File: src/rtl/acl_entry_pkg.sv
package acl_entry_pkg;

	localparam int REG_AW = 8;
	localparam int REG_DW = 32;

	// Register offsets (byte addresses)
	localparam logic [7:0] OFS_CONTROL = 8'h00;
	localparam logic [7:0] OFS_PROTOCOL = 8'h04;
	localparam logic [7:0] OFS_HEADER = 8'h08;
	localparam logic [7:0] OFS_ADDR_MODE = 8'h0c;
	localparam logic [7:0] OFS_SRC_ADDR = 8'h10;
	localparam logic [7:0] OFS_SRC_MASK = 8'h14;
	localparam logic [7:0] OFS_DST_ADDR = 8'h18;
	localparam logic [7:0] OFS_DST_MASK = 8'h1c;
	localparam logic [7:0] OFS_ICMP = 8'h20;
	localparam logic [7:0] OFS_STATUS = 8'h24;
	localparam logic [7:0] OFS_HIT_COUNT = 8'h28;
	localparam logic [7:0] OFS_MISS_COUNT = 8'h2c;

	// Field positions
	localparam int CTL_ENABLE_BIT = 0;
	localparam int CTL_FTYPE_LSB = 4;
	localparam int PRO_MODE_LSB = 0;
	localparam int PRO_VALUE_LSB = 8;
	localparam int HDR_TTL_LSB = 0;
	localparam int HDR_FRAG_LSB = 2;
	localparam int HDR_OPT_LSB = 4;
	localparam int AM_SRC_LSB = 0;
	localparam int AM_DST_LSB = 2;
	localparam int ICMP_TYPE_SPEC_BIT = 0;
	localparam int ICMP_CODE_SPEC_BIT = 1;
	localparam int ICMP_TYPE_LSB = 8;
	localparam int ICMP_CODE_LSB = 16;
	localparam int ST_HIT_BIT = 0;
	localparam int ST_SEEN_BIT = 1;

	// Header, counter and read-data constants
	localparam logic [7:0] IP_PROTO_ICMP = 8'h01;
	localparam logic [7:0] IP_PROTO_TCP = 8'h06;
	localparam logic [7:0] IP_PROTO_UDP = 8'h11;
	localparam logic [3:0] IHL_NO_OPTIONS = 4'h5;
	localparam logic [7:0] TTL_ZERO = 8'h00;
	localparam logic [12:0] FRAG_OFS_ZERO = 13'h0000;
	localparam logic [31:0] COUNT_ONE = 32'h00000001;
	localparam logic [31:0] COUNT_RESET = 32'h00000000;
	localparam logic [31:0] RD_ZERO = 32'h00000000;

	typedef enum logic [1:0] {
		FT_ANY = 2'h0,
		FT_ETHERTYPE = 2'h1,
		FT_ARP = 2'h2,
		FT_IPV4 = 2'h3
	} frame_type_t;

	typedef enum logic [2:0] {
		PROTO_ANY = 3'h0,
		PROTO_SPECIFIC = 3'h1,
		PROTO_ICMP = 3'h2,
		PROTO_UDP = 3'h3,
		PROTO_TCP = 3'h4
	} proto_mode_t;

	// For time-to-live: NO means zero, YES means non-zero
	typedef enum logic [1:0] {
		TRI_ANY = 2'h0,
		TRI_NO = 2'h1,
		TRI_YES = 2'h2
	} tri_mode_t;

	typedef enum logic [1:0] {
		ADDR_ANY = 2'h0,
		ADDR_HOST = 2'h1,
		ADDR_NETWORK = 2'h2
	} addr_mode_t;

	typedef struct packed {
		logic valid;
		logic is_ipv4;
		logic [7:0] protocol;
		logic [7:0] ttl;
		logic more_frag;
		logic [12:0] frag_offset;
		logic [3:0] ihl;
		logic [31:0] src_addr;
		logic [31:0] dst_addr;
		logic [7:0] icmp_type;
		logic [7:0] icmp_code;
		logic l4_ok;
	} frame_t;

	typedef struct packed {
		logic [7:0] addr;
		logic [31:0] wdata;
		logic we;
		logic re;
	} reg_req_t;

	typedef struct packed {
		logic enable;
		frame_type_t frame_type;
		proto_mode_t proto_mode;
		logic [7:0] proto_value;
		tri_mode_t ttl_mode;
		tri_mode_t frag_mode;
		tri_mode_t opt_mode;
		addr_mode_t source_ip_criterion;
		addr_mode_t destination_ip_criterion;
		logic [31:0] src_addr;
		logic [31:0] src_mask;
		logic [31:0] dst_addr;
		logic [31:0] dst_mask;
		logic icmp_type_spec;
		logic icmp_code_spec;
		logic [7:0] icmp_type_val;
		logic [7:0] icmp_code_val;
	} cfg_t;

	typedef struct packed {
		cfg_t cfg;
		logic [31:0] rd_data;
		logic result_valid;
		logic hit;
		logic miss;
		logic last_hit;
		logic seen;
		logic [31:0] hit_count;
		logic [31:0] miss_count;
	} state_t;

endpackage : acl_entry_pkg

File: src/rtl/access_rule_entry.sv
// Operation
// - IPv4 criteria apply only for IPv4 selection
// - Protocol any ignores protocol field
// - Specific protocol needs equal 8-bit value
// - ICMP selection: ICMP frames, type/code checked
// - UDP selection: UDP frames, UDP criteria checked
// - TCP selection: TCP frames, TCP criteria checked
// - TTL zero: frames with TTL above zero miss
// - TTL non-zero: hit needs TTL above zero
// - Fragment no: fragmented frames miss
// - Fragment yes: hit needs fragmented frame
// - Options no: frames with options miss
// - Options yes: hit needs options present
// - Any makes TTL, fragment, options irrelevant
// - Source any ignores source address
// - Source host needs exact address equality
// - Source network compares masked bits
// - Destination any ignores destination address
// - Destination host needs exact address equality
// - Destination network compares masked bits
// - ICMP type any or equal value
// - ICMP code specific needs equal value
// - ICMP code any ignores code
//
// The register addresses and the strobed register port are this design's own decisions.
`timescale 1ns/1ps
module access_rule_entry (
	input wire logic clk_sys,
	input wire logic resetn,
	input wire acl_entry_pkg::reg_req_t reg_req,
	output logic [31:0] reg_rdata,
	input wire acl_entry_pkg::frame_t frame,
	output logic result_valid,
	output logic hit,
	output logic miss
);

	acl_entry_pkg::state_t state;
	acl_entry_pkg::state_t next_state;

	// Three-way header condition check
	function automatic logic tri_ok(input acl_entry_pkg::tri_mode_t mode, input logic cond);
		case (mode)
			acl_entry_pkg::TRI_ANY: tri_ok = 1'b1;
			acl_entry_pkg::TRI_NO: tri_ok = !cond;
			acl_entry_pkg::TRI_YES: tri_ok = cond;
			default: tri_ok = 1'b0;
		endcase
	endfunction : tri_ok

	// Address criterion check
	function automatic logic addr_ok(
		input acl_entry_pkg::addr_mode_t mode,
		input logic [31:0] value,
		input logic [31:0] cfg_addr,
		input logic [31:0] cfg_mask
	);
		case (mode)
			acl_entry_pkg::ADDR_ANY: addr_ok = 1'b1;
			acl_entry_pkg::ADDR_HOST: addr_ok = (value == cfg_addr);
			acl_entry_pkg::ADDR_NETWORK: addr_ok = ((value & cfg_mask) == (cfg_addr & cfg_mask));
			default: addr_ok = 1'b0;
		endcase
	endfunction : addr_ok

	// Byte criterion check: any or equal
	function automatic logic byte_ok(input logic specific, input logic [7:0] value, input logic [7:0] cfg_val);
		byte_ok = !specific || (value == cfg_val);
	endfunction : byte_ok

	logic proto_ok;
	logic icmp_ok;
	logic ttl_ok;
	logic frag_ok;
	logic opt_ok;
	logic src_ok;
	logic dst_ok;
	logic ipv4_ok;
	logic entry_hit;
	logic is_fragment;
	logic has_options;
	logic [31:0] rd_value;

	always_comb
	begin
		is_fragment = frame.more_frag || (frame.frag_offset != acl_entry_pkg::FRAG_OFS_ZERO);
		has_options = frame.ihl > acl_entry_pkg::IHL_NO_OPTIONS;
		icmp_ok = byte_ok(state.cfg.icmp_type_spec, frame.icmp_type, state.cfg.icmp_type_val)
			&& byte_ok(state.cfg.icmp_code_spec, frame.icmp_code, state.cfg.icmp_code_val);
		case (state.cfg.proto_mode)
			acl_entry_pkg::PROTO_ANY: proto_ok = 1'b1;
			acl_entry_pkg::PROTO_SPECIFIC: proto_ok = (frame.protocol == state.cfg.proto_value);
			acl_entry_pkg::PROTO_ICMP: proto_ok = (frame.protocol == acl_entry_pkg::IP_PROTO_ICMP) && icmp_ok;
			acl_entry_pkg::PROTO_UDP: proto_ok = (frame.protocol == acl_entry_pkg::IP_PROTO_UDP) && frame.l4_ok;
			acl_entry_pkg::PROTO_TCP: proto_ok = (frame.protocol == acl_entry_pkg::IP_PROTO_TCP) && frame.l4_ok;
			default: proto_ok = 1'b0;
		endcase
		ttl_ok = tri_ok(state.cfg.ttl_mode, frame.ttl != acl_entry_pkg::TTL_ZERO);
		frag_ok = tri_ok(state.cfg.frag_mode, is_fragment);
		opt_ok = tri_ok(state.cfg.opt_mode, has_options);
		src_ok = addr_ok(state.cfg.source_ip_criterion, frame.src_addr,
			state.cfg.src_addr, state.cfg.src_mask);
		dst_ok = addr_ok(state.cfg.destination_ip_criterion, frame.dst_addr,
			state.cfg.dst_addr, state.cfg.dst_mask);
		// Other frame types leave these settings without effect
		if (state.cfg.frame_type == acl_entry_pkg::FT_IPV4)
		begin
			ipv4_ok = frame.is_ipv4 && proto_ok && ttl_ok && frag_ok && opt_ok && src_ok && dst_ok;
		end
		else
		begin
			ipv4_ok = 1'b1;
		end
		entry_hit = state.cfg.enable && ipv4_ok;
	end

	// Register read mux
	always_comb
	begin
		rd_value = acl_entry_pkg::RD_ZERO;
		case (reg_req.addr)
			acl_entry_pkg::OFS_CONTROL:
			begin
				rd_value[acl_entry_pkg::CTL_ENABLE_BIT] = state.cfg.enable;
				rd_value[acl_entry_pkg::CTL_FTYPE_LSB +: 2] = state.cfg.frame_type;
			end
			acl_entry_pkg::OFS_PROTOCOL:
			begin
				rd_value[acl_entry_pkg::PRO_MODE_LSB +: 3] = state.cfg.proto_mode;
				rd_value[acl_entry_pkg::PRO_VALUE_LSB +: 8] = state.cfg.proto_value;
			end
			acl_entry_pkg::OFS_HEADER:
			begin
				rd_value[acl_entry_pkg::HDR_TTL_LSB +: 2] = state.cfg.ttl_mode;
				rd_value[acl_entry_pkg::HDR_FRAG_LSB +: 2] = state.cfg.frag_mode;
				rd_value[acl_entry_pkg::HDR_OPT_LSB +: 2] = state.cfg.opt_mode;
			end
			acl_entry_pkg::OFS_ADDR_MODE:
			begin
				rd_value[acl_entry_pkg::AM_SRC_LSB +: 2] = state.cfg.source_ip_criterion;
				rd_value[acl_entry_pkg::AM_DST_LSB +: 2] = state.cfg.destination_ip_criterion;
			end
			acl_entry_pkg::OFS_SRC_ADDR: rd_value = state.cfg.src_addr;
			acl_entry_pkg::OFS_SRC_MASK: rd_value = state.cfg.src_mask;
			acl_entry_pkg::OFS_DST_ADDR: rd_value = state.cfg.dst_addr;
			acl_entry_pkg::OFS_DST_MASK: rd_value = state.cfg.dst_mask;
			acl_entry_pkg::OFS_ICMP:
			begin
				rd_value[acl_entry_pkg::ICMP_TYPE_SPEC_BIT] = state.cfg.icmp_type_spec;
				rd_value[acl_entry_pkg::ICMP_CODE_SPEC_BIT] = state.cfg.icmp_code_spec;
				rd_value[acl_entry_pkg::ICMP_TYPE_LSB +: 8] = state.cfg.icmp_type_val;
				rd_value[acl_entry_pkg::ICMP_CODE_LSB +: 8] = state.cfg.icmp_code_val;
			end
			acl_entry_pkg::OFS_STATUS:
			begin
				rd_value[acl_entry_pkg::ST_HIT_BIT] = state.last_hit;
				rd_value[acl_entry_pkg::ST_SEEN_BIT] = state.seen;
			end
			acl_entry_pkg::OFS_HIT_COUNT: rd_value = state.hit_count;
			acl_entry_pkg::OFS_MISS_COUNT: rd_value = state.miss_count;
			default: rd_value = acl_entry_pkg::RD_ZERO;
		endcase
	end

	// Next state
	always_comb
	begin
		next_state = state;
		next_state.rd_data = reg_req.re ? rd_value : acl_entry_pkg::RD_ZERO;
		if (reg_req.we)
		begin
			case (reg_req.addr)
				acl_entry_pkg::OFS_CONTROL:
				begin
					next_state.cfg.enable = reg_req.wdata[acl_entry_pkg::CTL_ENABLE_BIT];
					next_state.cfg.frame_type =
						acl_entry_pkg::frame_type_t'(reg_req.wdata[acl_entry_pkg::CTL_FTYPE_LSB +: 2]);
				end
				acl_entry_pkg::OFS_PROTOCOL:
				begin
					next_state.cfg.proto_mode =
						acl_entry_pkg::proto_mode_t'(reg_req.wdata[acl_entry_pkg::PRO_MODE_LSB +: 3]);
					next_state.cfg.proto_value = reg_req.wdata[acl_entry_pkg::PRO_VALUE_LSB +: 8];
				end
				acl_entry_pkg::OFS_HEADER:
				begin
					next_state.cfg.ttl_mode =
						acl_entry_pkg::tri_mode_t'(reg_req.wdata[acl_entry_pkg::HDR_TTL_LSB +: 2]);
					next_state.cfg.frag_mode =
						acl_entry_pkg::tri_mode_t'(reg_req.wdata[acl_entry_pkg::HDR_FRAG_LSB +: 2]);
					next_state.cfg.opt_mode =
						acl_entry_pkg::tri_mode_t'(reg_req.wdata[acl_entry_pkg::HDR_OPT_LSB +: 2]);
				end
				acl_entry_pkg::OFS_ADDR_MODE:
				begin
					next_state.cfg.source_ip_criterion =
						acl_entry_pkg::addr_mode_t'(reg_req.wdata[acl_entry_pkg::AM_SRC_LSB +: 2]);
					next_state.cfg.destination_ip_criterion =
						acl_entry_pkg::addr_mode_t'(reg_req.wdata[acl_entry_pkg::AM_DST_LSB +: 2]);
				end
				acl_entry_pkg::OFS_SRC_ADDR: next_state.cfg.src_addr = reg_req.wdata;
				acl_entry_pkg::OFS_SRC_MASK: next_state.cfg.src_mask = reg_req.wdata;
				acl_entry_pkg::OFS_DST_ADDR: next_state.cfg.dst_addr = reg_req.wdata;
				acl_entry_pkg::OFS_DST_MASK: next_state.cfg.dst_mask = reg_req.wdata;
				acl_entry_pkg::OFS_ICMP:
				begin
					next_state.cfg.icmp_type_spec = reg_req.wdata[acl_entry_pkg::ICMP_TYPE_SPEC_BIT];
					next_state.cfg.icmp_code_spec = reg_req.wdata[acl_entry_pkg::ICMP_CODE_SPEC_BIT];
					next_state.cfg.icmp_type_val = reg_req.wdata[acl_entry_pkg::ICMP_TYPE_LSB +: 8];
					next_state.cfg.icmp_code_val = reg_req.wdata[acl_entry_pkg::ICMP_CODE_LSB +: 8];
				end
				acl_entry_pkg::OFS_HIT_COUNT: next_state.hit_count = acl_entry_pkg::COUNT_RESET;
				acl_entry_pkg::OFS_MISS_COUNT: next_state.miss_count = acl_entry_pkg::COUNT_RESET;
				default: next_state.seen = state.seen;
			endcase
		end
		// Match result, one cycle after the frame
		next_state.result_valid = frame.valid;
		next_state.hit = frame.valid && entry_hit;
		next_state.miss = frame.valid && !entry_hit;
		if (frame.valid)
		begin
			next_state.last_hit = entry_hit;
			next_state.seen = 1'b1;
			// Count after a clear in the same cycle
			if (entry_hit)
			begin
				next_state.hit_count = next_state.hit_count + acl_entry_pkg::COUNT_ONE;
			end
			else
			begin
				next_state.miss_count = next_state.miss_count + acl_entry_pkg::COUNT_ONE;
			end
		end
	end

	always_ff @(posedge clk_sys or negedge resetn)
	begin
		if (!resetn)
		begin
			state <= '0;
		end
		else
		begin
			state <= next_state;
		end
	end

	assign reg_rdata = state.rd_data;
	assign result_valid = state.result_valid;
	assign hit = state.hit;
	assign miss = state.miss;

endmodule : access_rule_entry

File: config.mk
export PLATFORM = sky130hd
export DESIGN_NAME = access_rule_entry
export DESIGN_NICKNAME = d
export VERILOG_FILES = /design/src/rtl/acl_entry_pkg.sv /design/src/rtl/access_rule_entry.sv
export SDC_FILE = /design/constraint.sdc
export NUM_CORES = 1
export LEC_CHECK = 0
export BUFFER_PORTS_ARGS = -buffer_cell sky130_fd_sc_hd__clkbuf_2
export CAP_MARGIN = 20
export CORE_ASPECT_RATIO = 0.6
export CORE_MARGIN = 3
export CORE_UTILIZATION = 55
export CTS_CLUSTER_DIAMETER = 80
export DETAILED_ROUTE_END_ITERATION = 10
export PLACE_DENSITY = 0.77
export SYNTH_ARGS = -nofsm -noshare
export SYNTH_HDL_FRONTEND = slang
export SYNTH_SLANG_ARGS = --single-unit
File: constraint.sdc
create_clock -name clk_sys -period 4.05 [get_ports clk_sys]
set_clock_uncertainty 0.1 [all_clocks]
set_input_delay 0.6075 -clock clk_sys [delete_from_list [all_inputs] [get_ports clk_sys]]
set_output_delay 0.6075 -clock clk_sys [all_outputs]
set_load 0.02 [all_outputs]
==> results.txt, run 1 <==
* Clock sink total: 271
- Total die area: about 27000 um2
* Setup repair after global routing missed its margin: false
* Relative max-transition margin: between 30% and 40%
- Outcome: finished, final reports clean
- Routability-driven placement finished with a final weighted congestion of roughly 1.1.
* Portion of the post-synthesis area used by sequential elements: between 40% and 50%
* Combined area of all synthesized cells: approximately 14000 um2
* Number of buffers inserted during clock tree synthesis: 26
- Yosys printed 0 warnings.
* Total count of hold-check failures in the final report: 0
- Setup violations remaining at the end of the flow were counted as 0.
* Synthesized area per cell: 11.3 um2
* Type of element capturing the critical path: flop
- The signal on the critical path passes through nand3_1, nor4_1, nand4_1, nor4_1, and4_1, nand4_1, nor4_1, xnor2_1, nor2_1.
- Number of maximum-capacitance violations: 0
- Once the floorplan was initialized, standard cells occupied a little under three fifths of the core.
* Max FO, Critical Path: 5
- Counting flops and latches in the post-synthesis netlist gives between 200 and 300.
* Buffers inserted during post-CTS setup optimization: 0
* Count of standard-cell rows: 44
* Initial antenna violation count: 0
* First-pass iteration count of the detailed router: 7
- Dividing the detail-routed wire length by the instance count gives around 29 um.
* Maximum number of pins on one net before global-route repair: 87
* Via density per instance: 6.79
- Largest stage delay, worst path: roughly 0.74 ns
* Number of distinct library cells after synthesis: 55
- In this run the number of H-tree levels came out at 1.
- Via count of the first global-routing pass: 11223
- Data arrives at the worst endpoint at 4.01 ns.
* Worst slack at placement: 0.271 ns
* Floorplan Core Area: 24600 um2
- In this run the clock root is driven by a clkbuf_16.
* Synth Net Count: 1399
- Combined flip-flop and latch cell area: 6780 um2
- The number of antenna diodes in the final layout is 0.
- In the final timing run, aggregate negative setup slack is 0 ns.
- Number of buffers between clock root and the deepest sink: 3
- For the finished layout, the period the worst path requires is between 3 and 4 ns.
- In this run, synthesis inferred 0 flip-flops with an integrated enable.
* Final Cycle Share: 90.5%
- Top-level I/O count: between 150 and 200
- Setup slack on the critical path of the routed design comes to approximately 0.38 ns.
* Detailed placement HPWL: about 37000 um
* Final net count: about 1600
- At the later pin of the worst-skew pair, clock insertion delay measures 0.57 ns.
- Across the VDD grid, the largest voltage drop is 0.000280 V.
- In this run the tool buffered the top-level ports with 194 buffer cells.
- Fmax achieved: around 270 MHz
* Count of antenna-violating nets left after detailed routing: 0
* Wire length reported by the detailed router: approximately 50000 um
- The tightest min-delay check is of the in2reg type.
* Number of vias in the routed layout: roughly 12000
- TritonCTS built the clock tree.
- The first global-routing pass estimated approximately 73000 um of wire.
- Crit start category: flop
- STA puts the critical path data required time at 4.40 ns.
* Final worst hold slack: between 0.2 and 0.25 ns
- After detailed placement, the total cell area comes to ~15000 um2.
- For this block, the initial DRC count from the detailed router was roughly 1800.
- The critical path is of the reg2reg type.
- The area growth from synthesis to layout is 15.5%.
* Remaining design rule violation count: 0
- The post-route netlist has about a third of its cells at a drive strength greater than 1.
- Primary flip-flop cell chosen by synthesis mapping: dfrtp_1
- Cells after Synth: roughly 1200
- Worst-path cell with the longest stage delay: nor4_1
* Ys async rst share: 100%
- After clock tree synthesis, the clock-pin slew on the worst setup and hold paths is ~0.070 ns.
* Cell type with the highest occurrence count on the critical path: nor4_1
- Power density relative to cell area: 382 nW/um2
- Summing all multi-input logic gate instances after layout gives about 6700 um2.
* Non-Filler Cell Area, Final: ~16000 um2
- Die X-Extent: 212 um
- Die height: 129 um
* Filler cell count: 1882
- Global routing finished with a remaining overflow of 0.
* Leakage power: 7.53 nW
- Overall fraction of global-route tracks in use: between 30% and 40%
* Slew at the pin closest to its max-slew limit: ~0.97 ns
* Count of final max-slew check failures: 0
layout by cell type, fill, tap and decap left out, types with 7 or more instances in the layout:
cell	synthesis	routed
and2_1	12	12
or3_1	15	15
a22oi_1	47	47
inv_1	11	11
mux2_2	176	176
o21a_1	7	7
o21ai_0	23	23
nor4_1	34	34
a21boi_0	13	13
clkbuf_8	0	10
a31oi_1	19	19
nor3_1	13	13
a21oi_1	36	36
nor2_1	38	33
xnor2_1	41	41
clkbuf_16	0	26
clkbuf_2	0	193
and3_1	18	18
a22o_1	30	30
nand2_1	65	65
dfrtp_1	271	271
nand3_1	33	33
mux2i_1	7	7
nand2b_1	7	7
or4_1	18	18
a221oi_1	27	27
o31ai_1	17	17
a222oi_1	22	22
buf_4	33	35
xor2_1	68	68
nand4_1	32	32
through the flow:
step	instances	total power, W	utilization, %
after floorplan	1236	0.00331	-
after global placement	1700	0.00368	62.1
after detailed placement	1700	0.00370	62.1
after CTS	1749	0.00613	65.7
after global routing	1750	0.00633	65.7
final	1750	0.00616	65.7
final timing paths:
check | end | startpoint | slack, ns | depth (start not counted)
setup reg to reg | state[30] | state[7] | 0.38 | 9
hold reg to reg | state[64] | state[64] | 0.41 | 1
setup / recovery | state[30] | state[7] | 0.38 | 9
hold / removal | state[207] | reg_req[26] | 0.24 | 2
min in group asynchronous | state[57] | resetn | 0.50 | 2
max in group asynchronous | state[176] | resetn | 2.37 | 3
cells in the mapped netlist (all sizes together) (12+ instances only):
| cell | n | area [um2] |
|---|---|---|
| dfrtp | 271 | 6780 |
| mux2 | 176 | 1980 |
| xor2 | 68 | 596 |
| nand2 | 65 | 244 |
| buf | 51 | 324 |
| a22oi | 47 | 353 |
| clkbuf | 41 | 154 |
| xnor2 | 41 | 359 |
| nor2 | 39 | 154 |
| a21oi | 37 | 189 |
| nor4 | 34 | 213 |
| nand3 | 33 | 165 |
| nand4 | 32 | 200 |
| a221oi | 31 | 297 |
| a22o | 30 | 263 |
| o21ai | 23 | 115 |
| a222oi | 22 | 220 |
| a31oi | 19 | 119 |
| and3 | 18 | 113 |
| or4 | 18 | 135 |
| o31ai | 17 | 128 |
| or3 | 15 | 93.8 |
| a21boi | 14 | 105 |
| nor3 | 13 | 65.1 |
| and2 | 12 | 75.1 |
cell type report:
class,count,share of cell area (%)
clock buffer,40,4.98
clock inverter,8,0.357
inverter,11,0.256
multi-input combinational,862,41.5
sequential,271,42.0
tap,322,2.50
timing repair buffer,236,8.42
layer usage:
layer / vias up / global-route usage, % / share of wire, %
li1: 5002 / - / -
met1: 5927 / 54.8 / 43
met2: 865 / 49.8 / 40
met3: 84 / 13.4 / 15
met4: 0 / 6.92 / 2.2
met5: - / 0 / 0
registers in the layout, indices dropped and copies added (netlist names):
register      cells
state           236
reg_rdata        32
miss              1
hit               1
result_valid      1
cells by family (layout without fill, tap and decap cells):
| kind of cell | after synthesis | in the layout | share of synthesized area [%] |
|---|---|---|---|
| and+or+nand+nor | 308 | 308 | 12.0 |
| muxes | 183 | 183 | 14.7 |
| buffers and inverters | 103 | 295 | 3.72 |
| xor gates and xnor gates | 109 | 109 | 6.84 |
| DFF | 271 | 271 | 48.6 |
| adders and majority gates | 2 | 2 | 0.179 |
| AOI/OAI and AO/OA | 260 | 260 | 14.0 |
power breakdown:
group | switching [W] | leakage [nW] | internal (W)
clock | 0.00110 | 0.428 | 0.00137
combinational | 0.000402 | 3.39 | 0.000277
sequential | 0.000175 | 3.72 | 0.00284
worst max-delay path, delay by kind of cell, from the launching register on:
| kind | cells | cell delay (ns) |
|---|---|---|
| XOR/XNOR | 1 | 0.17 |
| flip-flops | 1 | 0.54 |
| AND/OR/NAND/NOR | 8 | 2.73 |
repair_timing:
item                                   4_1_cts  5_1_grt
hold buffers                                 1        0
endpoints found under the hold margin       59        0
resized for setup                            0        0
(Power assumes the default switching activity.)
==> run 2: changes to the inputs <==
CORE_UTILIZATION = 58   (was 55)
PLACE_DENSITY = 0.81   (was 0.77)
==> run 2 against run 1 <==
Clock power grew 7%. Clock-buffer cell count is 1 lower. Worst hold slack worse by 0.23 ns. Largest power group unchanged. Combinational power is essentially flat. Utilization grew 3.5 points. Largest cell class unchanged. Register-to-register slack gained 0.02 ns. Routed wire length shrank 0.49%. Via count rose by 2.2%.
==> results.txt, run 2 (synthesized netlist as in run 1, its figures left out) <==
* Final net count: about 1600
* Commonest non-fill, non-tap cell in the layout: dfrtp_1
* Post-cts repair resize count: 0
* Floorplan Core Area: around 23000 um2
* Largest stage delay, worst path: about 0.73 ns
- Top reg by flops: state
- After clock tree synthesis, the clock-pin slew on the worst setup and hold paths is ~0.070 ns.
- Critical R2R Launch: state[7]
- Clock tree from TritonCTS: done
- The multi-input combinational cells in the finished layout cover a total of 6690 um2.
- Number of maximum-capacitance violations: 0
- Power spread over the standard cell area amounts to a little under 400 nW/um2.
- Worst-path cell with the longest stage delay: nor4_1
- Global routing used a little under two fifths of the available tracks across all layers.
- Final routed wire length divided by cell count: 28.6 um
* Worst path buffer plus inverter count: 0
- Number of buffers between clock root and the deepest sink: 3
- Placed Area: 15300 um2
- Detailed placement finished with a half-perimeter wire length of ~37000 um.
* Combined flip-flop and latch cell area: around 6800 um2
* Worst min-delay path category: in2async
- Once the floorplan was initialized, standard cells occupied between 50% and 60% of the core.
* Max FO, Critical Path: 5
- For the finished layout, the period the worst path requires is between 3 and 4 ns.
* Via count of the first global-routing pass: 11433
- Of the available clock period, the critical path in the final layout requires between 80% and 90%.
* Clock network latency to the later pin of the worst-skew pair: 0.56 ns
- Count of final max-slew check failures: 0
- Post-Route M1 WL: 20900 um
- Fraction of layout cells with a size suffix above 1: 33.4%
- Walking the worst path, the cells encountered are nand3_1, nor4_1, nand4_1, nor4_1, and4_1, nand4_1, nor4_1, xnor2_1, nor2_1.
- Die height: about 130 um
- Routability-driven placement finished with a final weighted congestion of 1.01.
- Clock root buffer master: clkbuf_16
* Data arrival time of the critical path: just under 4 ns
* Path depth of the worst reg2reg path: 9
* Number of buffers inserted during clock tree synthesis: 26
* Input/output buffers: 194
- Among the stages of the critical path, the cell type that occurs most often is nor4_1.
- Worst voltage drop across the vdd grid: 0.000358 V
* Setup repair after global routing missed its margin: false
* Total die area: ~26000 um2
* Synth-to-layout area growth: 16.0%
* Critical Path Source: state[7]
* Levels on crit path: 9
- Detailed routing inserted a total of ~12000 vias.
- Wire segments on met3 add up to 7920 um in the final route.
* Largest delay share family, worst path: simple AND/OR/NAND/NOR gates
* Path type of the worst setup path: reg2reg
- After floorplanning, the core was divided into 43 placement rows.
* WL met2: just under 20000 um
* Endpoint of the lowest-slack register-to-register path: state[30]
* Type of element capturing the critical path: flop
- After detailed routing, the number of remaining DRC violations is 0.
* Worst reg2reg setup slack: between 0.4 and 0.5 ns
- Outcome: finished, final reports clean
- In this run, placement finished with an instance count of 1699.
- The number of setup buffers added after CTS is 0.
- In this run the remaining antenna-violating nets after routing total 0.
- Entering global routing, the biggest net connects roughly 120 pins.
- Die X-Extent: between 200 and 250 um
* Crit start category: flop
- DRT iter0 DRCs: between 1500 and 2000
* Commonest cells after routing, fill and taps aside: 271 x dfrtp_1, 193 x clkbuf_2, 176 x mux2_2, 68 x xor2_1, 65 x nand2_1
- Setup violation total in the final timing report: 0
- Total count of hold-check failures in the final report: 0
* Diode count: 0
* Filler cell count: 1763
- Wires add up to about 50000 um.
* Hold buffer count at CTS: 0
- Clock sink total: 271
- Final std cells w/o fill: 1747
- H-tree depth: 1
- Timing would allow up to roughly 270 MHz.
* Top-level I/O count: 196
- Total Neg Setup Slack: 0 ns
- Global routing finished with a remaining overflow of 0.
- Global-route wire length before repair: around 73000 um
- Max reg flops: between 200 and 250
- Using the TritonRoute via totals, the vias-per-cell ratio works out to approximately 7.
- The initial antenna violation count came to 0.
- Highest metal layer used by the detailed router: met4
* First-pass iteration count of the detailed router: 8
- In this run the static leakage power is 7.58 nW.
- The critical path ends at state[30].
* Data required time at the worst endpoint: about 4.4 ns
- Relative max-transition margin: between 20% and 30%
- Slew at the pin closest to its max-slew limit: about 1.1 ns
- Non-Filler Cell Area, Final: between 15000 and 20000 um2
run 2: per-stage QoR:
step,setup slack [ns],utilization (%),total power (W),hold slack [ns]
floorplan,0.845,-,0.00331,0.212
global placement,0.355,65.2,0.00369,0.390
detailed placement,0.251,65.2,0.00371,0.390
CTS,0.550,69.2,0.00631,0.0810
global route,0.309,69.2,0.00651,0.0852
finish,0.408,69.2,0.00634,0.0159
run 2: cell type report:
cell class,count,share of cell area [%]
clock buffers,39,4.93
clock inverters,8,0.811
inverters,11,0.255
multi-input cells,862,41.3
flip-flops and latches,271,41.8
well taps,315,2.43
repair buffers,241,8.45
run 2: routing by layer:
| layer | track usage (%) | vias to the layer above |
|---|---|---|
| met1 | 58.5 | 6015 |
| met3 | 13.8 | 97 |
| met4 | 9.13 | 0 |
| met5 | 0 | - |
| li1 | - | 5021 |
| met2 | 51.1 | 1012 |
run 2: worst min path at each step:
stage                     from             to  slack (ns)  cells after the start
finish                  resetn  reg_rdata[28]        0.02                      1
global route            resetn  reg_rdata[28]        0.09                      1
CTS                     resetn  reg_rdata[28]        0.08                      1
detailed placement   state[64]      state[64]        0.39                      1
global placement    state[270]     state[270]        0.39                      1
floorplan               resetn            hit        0.21                      0
run 2: report_power, final:
group / leakage, nW / internal (W) / switching [W]
logic: 3.41 / 0.000281 / 0.000397
clock network: 0.453 / 0.00155 / 0.00109
registers: 3.72 / 0.00284 / 0.000180
total: 7.58 / 0.00467 / 0.00167
==> run 3: changes to the inputs <==
CORE_UTILIZATION = 36   (was 58)
PLACE_DENSITY = default   (was 0.81)
clock period = 4.1 ns   (was 4.05 ns; I/O delays follow)
==> run 3 against run 2 <==
Design area rose by 0.82%. Register-to-register slack better by 0.09 ns. Sequential share of layout area decreased by 0.34 points. Largest power group unchanged. Clock-buffer cell count rose by 2. Sequential power is 2% lower. Total power decreased by 4.5%. Maximum frequency increased by 1.1%. Sequential cell count is the same. Routed wire length rose by 7.1%. Non-clock buffer count up 1. Critical path depth increased by 1. Global-route usage shrank 12 points.
==> results.txt, run 3 (synthesized netlist as in run 1, its figures left out) <==
- The flow ran to the end, and the final reports show no timing, DRC or antenna violations.
- Across the run, the number of max-cap violations was 0.
* Setup violation total in the final timing report: 0
- The worst register-to-register path has a setup slack of roughly 0.50 ns.
- state holds more flip-flops than any other register.
* Path type of the worst setup path: reg2reg
- DRT iter0 DRCs: 1660
* Floorplan Core Area: roughly 38000 um2
* Total Neg Setup Slack: 0 ns
* Final worst hold slack: around 0.0012 ns
- Remaining design rule violation count: 0
- After layout, the worst path uses 87.9% of the clock period.
- Total count of hold-check failures in the final report: 0
- Die height: roughly 160 um
- Global routing used approximately a quarter of the available tracks across all layers.
- The number of antenna diodes in the final layout is 0.
* Number of vias in the routed layout: approximately 12000
* Data required time at the worst endpoint: around 4.5 ns
* Fmax achieved: roughly 280 MHz
- In this run the tool buffered the top-level ports with around 190 buffer cells.
- Placed Area: about 16000 um2
* Minimum clock period after layout: between 3 and 4 ns
* Data arrival time of the critical path: around 4 ns
- For this design the static power due to leakage is roughly 7.5 nW.
* First-pass iteration count of the detailed router: 8
- The number of placed instances, taps included, is around 1900.
- Final net count: ~1600
- Worst voltage drop across the vdd grid: between 0.0002 and 0.0003 V
- Number of buffers between clock root and the deepest sink: 3
- The path class of the tightest hold or removal check is in2async.
- Clock-pin slew was measured on the worst setup and hold paths at about 0.070 ns.
- At the end of routability-driven placement, the weighted congestion stood at 0.961.
- TritonCTS built the clock tree.
- The count of cells in the finished layout, fillers not included, comes to 1943.
* Post-cts repair resize count: 0
* Filler cell count: 3653
- Pin placement for this block handled between 150 and 200 I/O pins.
* Maximum number of pins on one net before global-route repair: 95
- Total die area: about 41000 um2
- Non-Filler Cell Area, Final: 16300 um2
* Crit start category: flop
- Via count of the first global-routing pass: roughly 11000
* Number of buffers inserted during clock tree synthesis: 26
* Remaining Overflow, GRT: 0
- The first global-routing pass estimated 76700 um of wire.
- The die is 260 um wide.
* Count of final max-slew check failures: 0
- In this run the critical register-to-register path is captured at state[1].
- Count of standard-cell rows: between 50 and 60
- Type of element capturing the critical path: flop
* Setup repair after global routing missed its margin: false
- The count of nets left with antenna violations once routing finished came out at 0.
- Summed over all nets, the half-perimeter wirelength after detailed placement is 40900 um.
- The clock drives 271 sinks.
- Max reg flops: ~240
- Buffers inserted during post-CTS setup optimization: 0
- From synthesis to final layout, the design area changed by 17.0%.
- Final routed wire length divided by cell count: 27.6 um
* Clock root buffer master: clkbuf_16
- Clock network latency to the later pin of the worst-skew pair: roughly 0.57 ns
* Initial core utilization: between 30% and 40%
* H-tree depth: 1
- Power comes to 0.00606 W.
- Power spread over the standard cell area amounts to between 300 and 400 nW/um2.
* Commonest cells after routing, fill and taps aside: 271 x dfrtp_1, 193 x clkbuf_2, 176 x mux2_2, 68 x xor2_1, 65 x nand2_1
- Slew at the pin closest to its max-slew limit: between 0.9 and 1 ns
- Wires add up to 53600 um.
- Along the worst path, the maximum fanout reaches 11.
* Hold buffer count at CTS: 0
- Leaving out fill and tap cells, the most frequent cell in the layout is dfrtp_1.
* Fraction of layout cells with a size suffix above 1: around 33%
- Dividing the detail-routed via count by the number of cells gives just over 6.
* Path depth of the worst reg2reg path: 10
- Initial antenna violation count: 1
- Measured against its own limit, the worst slew margin works out to a little over a third.
- Critical R2R Launch: state[232]
[run 3: cell count changes in the layout (fill, tap and decap cells not counted)]
cell        change
clkbuf_16       +1
clkbuf_1        +6
clkinv_8        -1
clkbuf_8        -5
buf_12          -1
bufinv_16       -2
buf_4           +3
buf_2           -1
clkinvlp_4      -2
[run 3: final cells by class]
type | count | area [um2] | area share, %
Sequential cell | 271 | 6780 | 41.5
Multi-Input combinational cell | 862 | 6690 | 40.9
Timing Repair Buffer | 242 | 1370 | 8.36
Clock buffer | 41 | 778 | 4.76
Tap cell | 513 | 642 | 3.93
Inverter | 11 | 41.3 | 0.253
Clock inverter | 3 | 40.0 | 0.245
[run 3: worst max-delay path by stage]
stage	from	to	slack [ns]	cells after the start
after floorplan	frame[54]	state[55]	0.89	11
after CTS	state[229]	state[1]	0.61	10
after global routing	state[229]	state[24]	0.38	11
after detailed placement	frame[63]	state[1]	0.30	11
final	state[232]	state[1]	0.50	10
after global placement	frame[54]	state[1]	0.30	11
[run 3: power by group]
group	switching (W)	leakage, nW	internal, W
sequential	0.000164	3.72	0.00280
combinational	0.000399	3.41	0.000274
clock	0.00107	0.401	0.00135
[run 3: stage by stage]
stage               setup slack (ns)  utilization [%]
finish                         0.498             43.0
global route                   0.379             43.0
CTS                            0.609             43.0
detailed placement             0.300             40.9
global placement               0.295             40.9
floorplan                      0.887                -
[run 3: critical path: stages (launching register included)]
cell	delay, ns
dfrtp_1	0.40
xor2_1	0.26
a22o_1	0.26
a221oi_2	0.30
nand4_1	0.22
or3_1	0.45
a2111oi_4	0.49
buf_4	0.27
buf_4	0.21
nor2_1	0.17
mux2_2	0.34
[run 3: per-layer routing]
| layer | global-route usage, % | share of wire [%] | vias up | routed length, um |
|---|---|---|---|---|
| li1 | - | - | 5022 | - |
| met1 | 39.8 | 46 | 6014 | 24700 |
| met2 | 34.1 | 39 | 674 | 20900 |
| met3 | 7.92 | 13 | 74 | 6720 |
| met4 | 5.86 | 2.4 | 0 | 1300 |
| met5 | 0 | 0 | - | 0 |
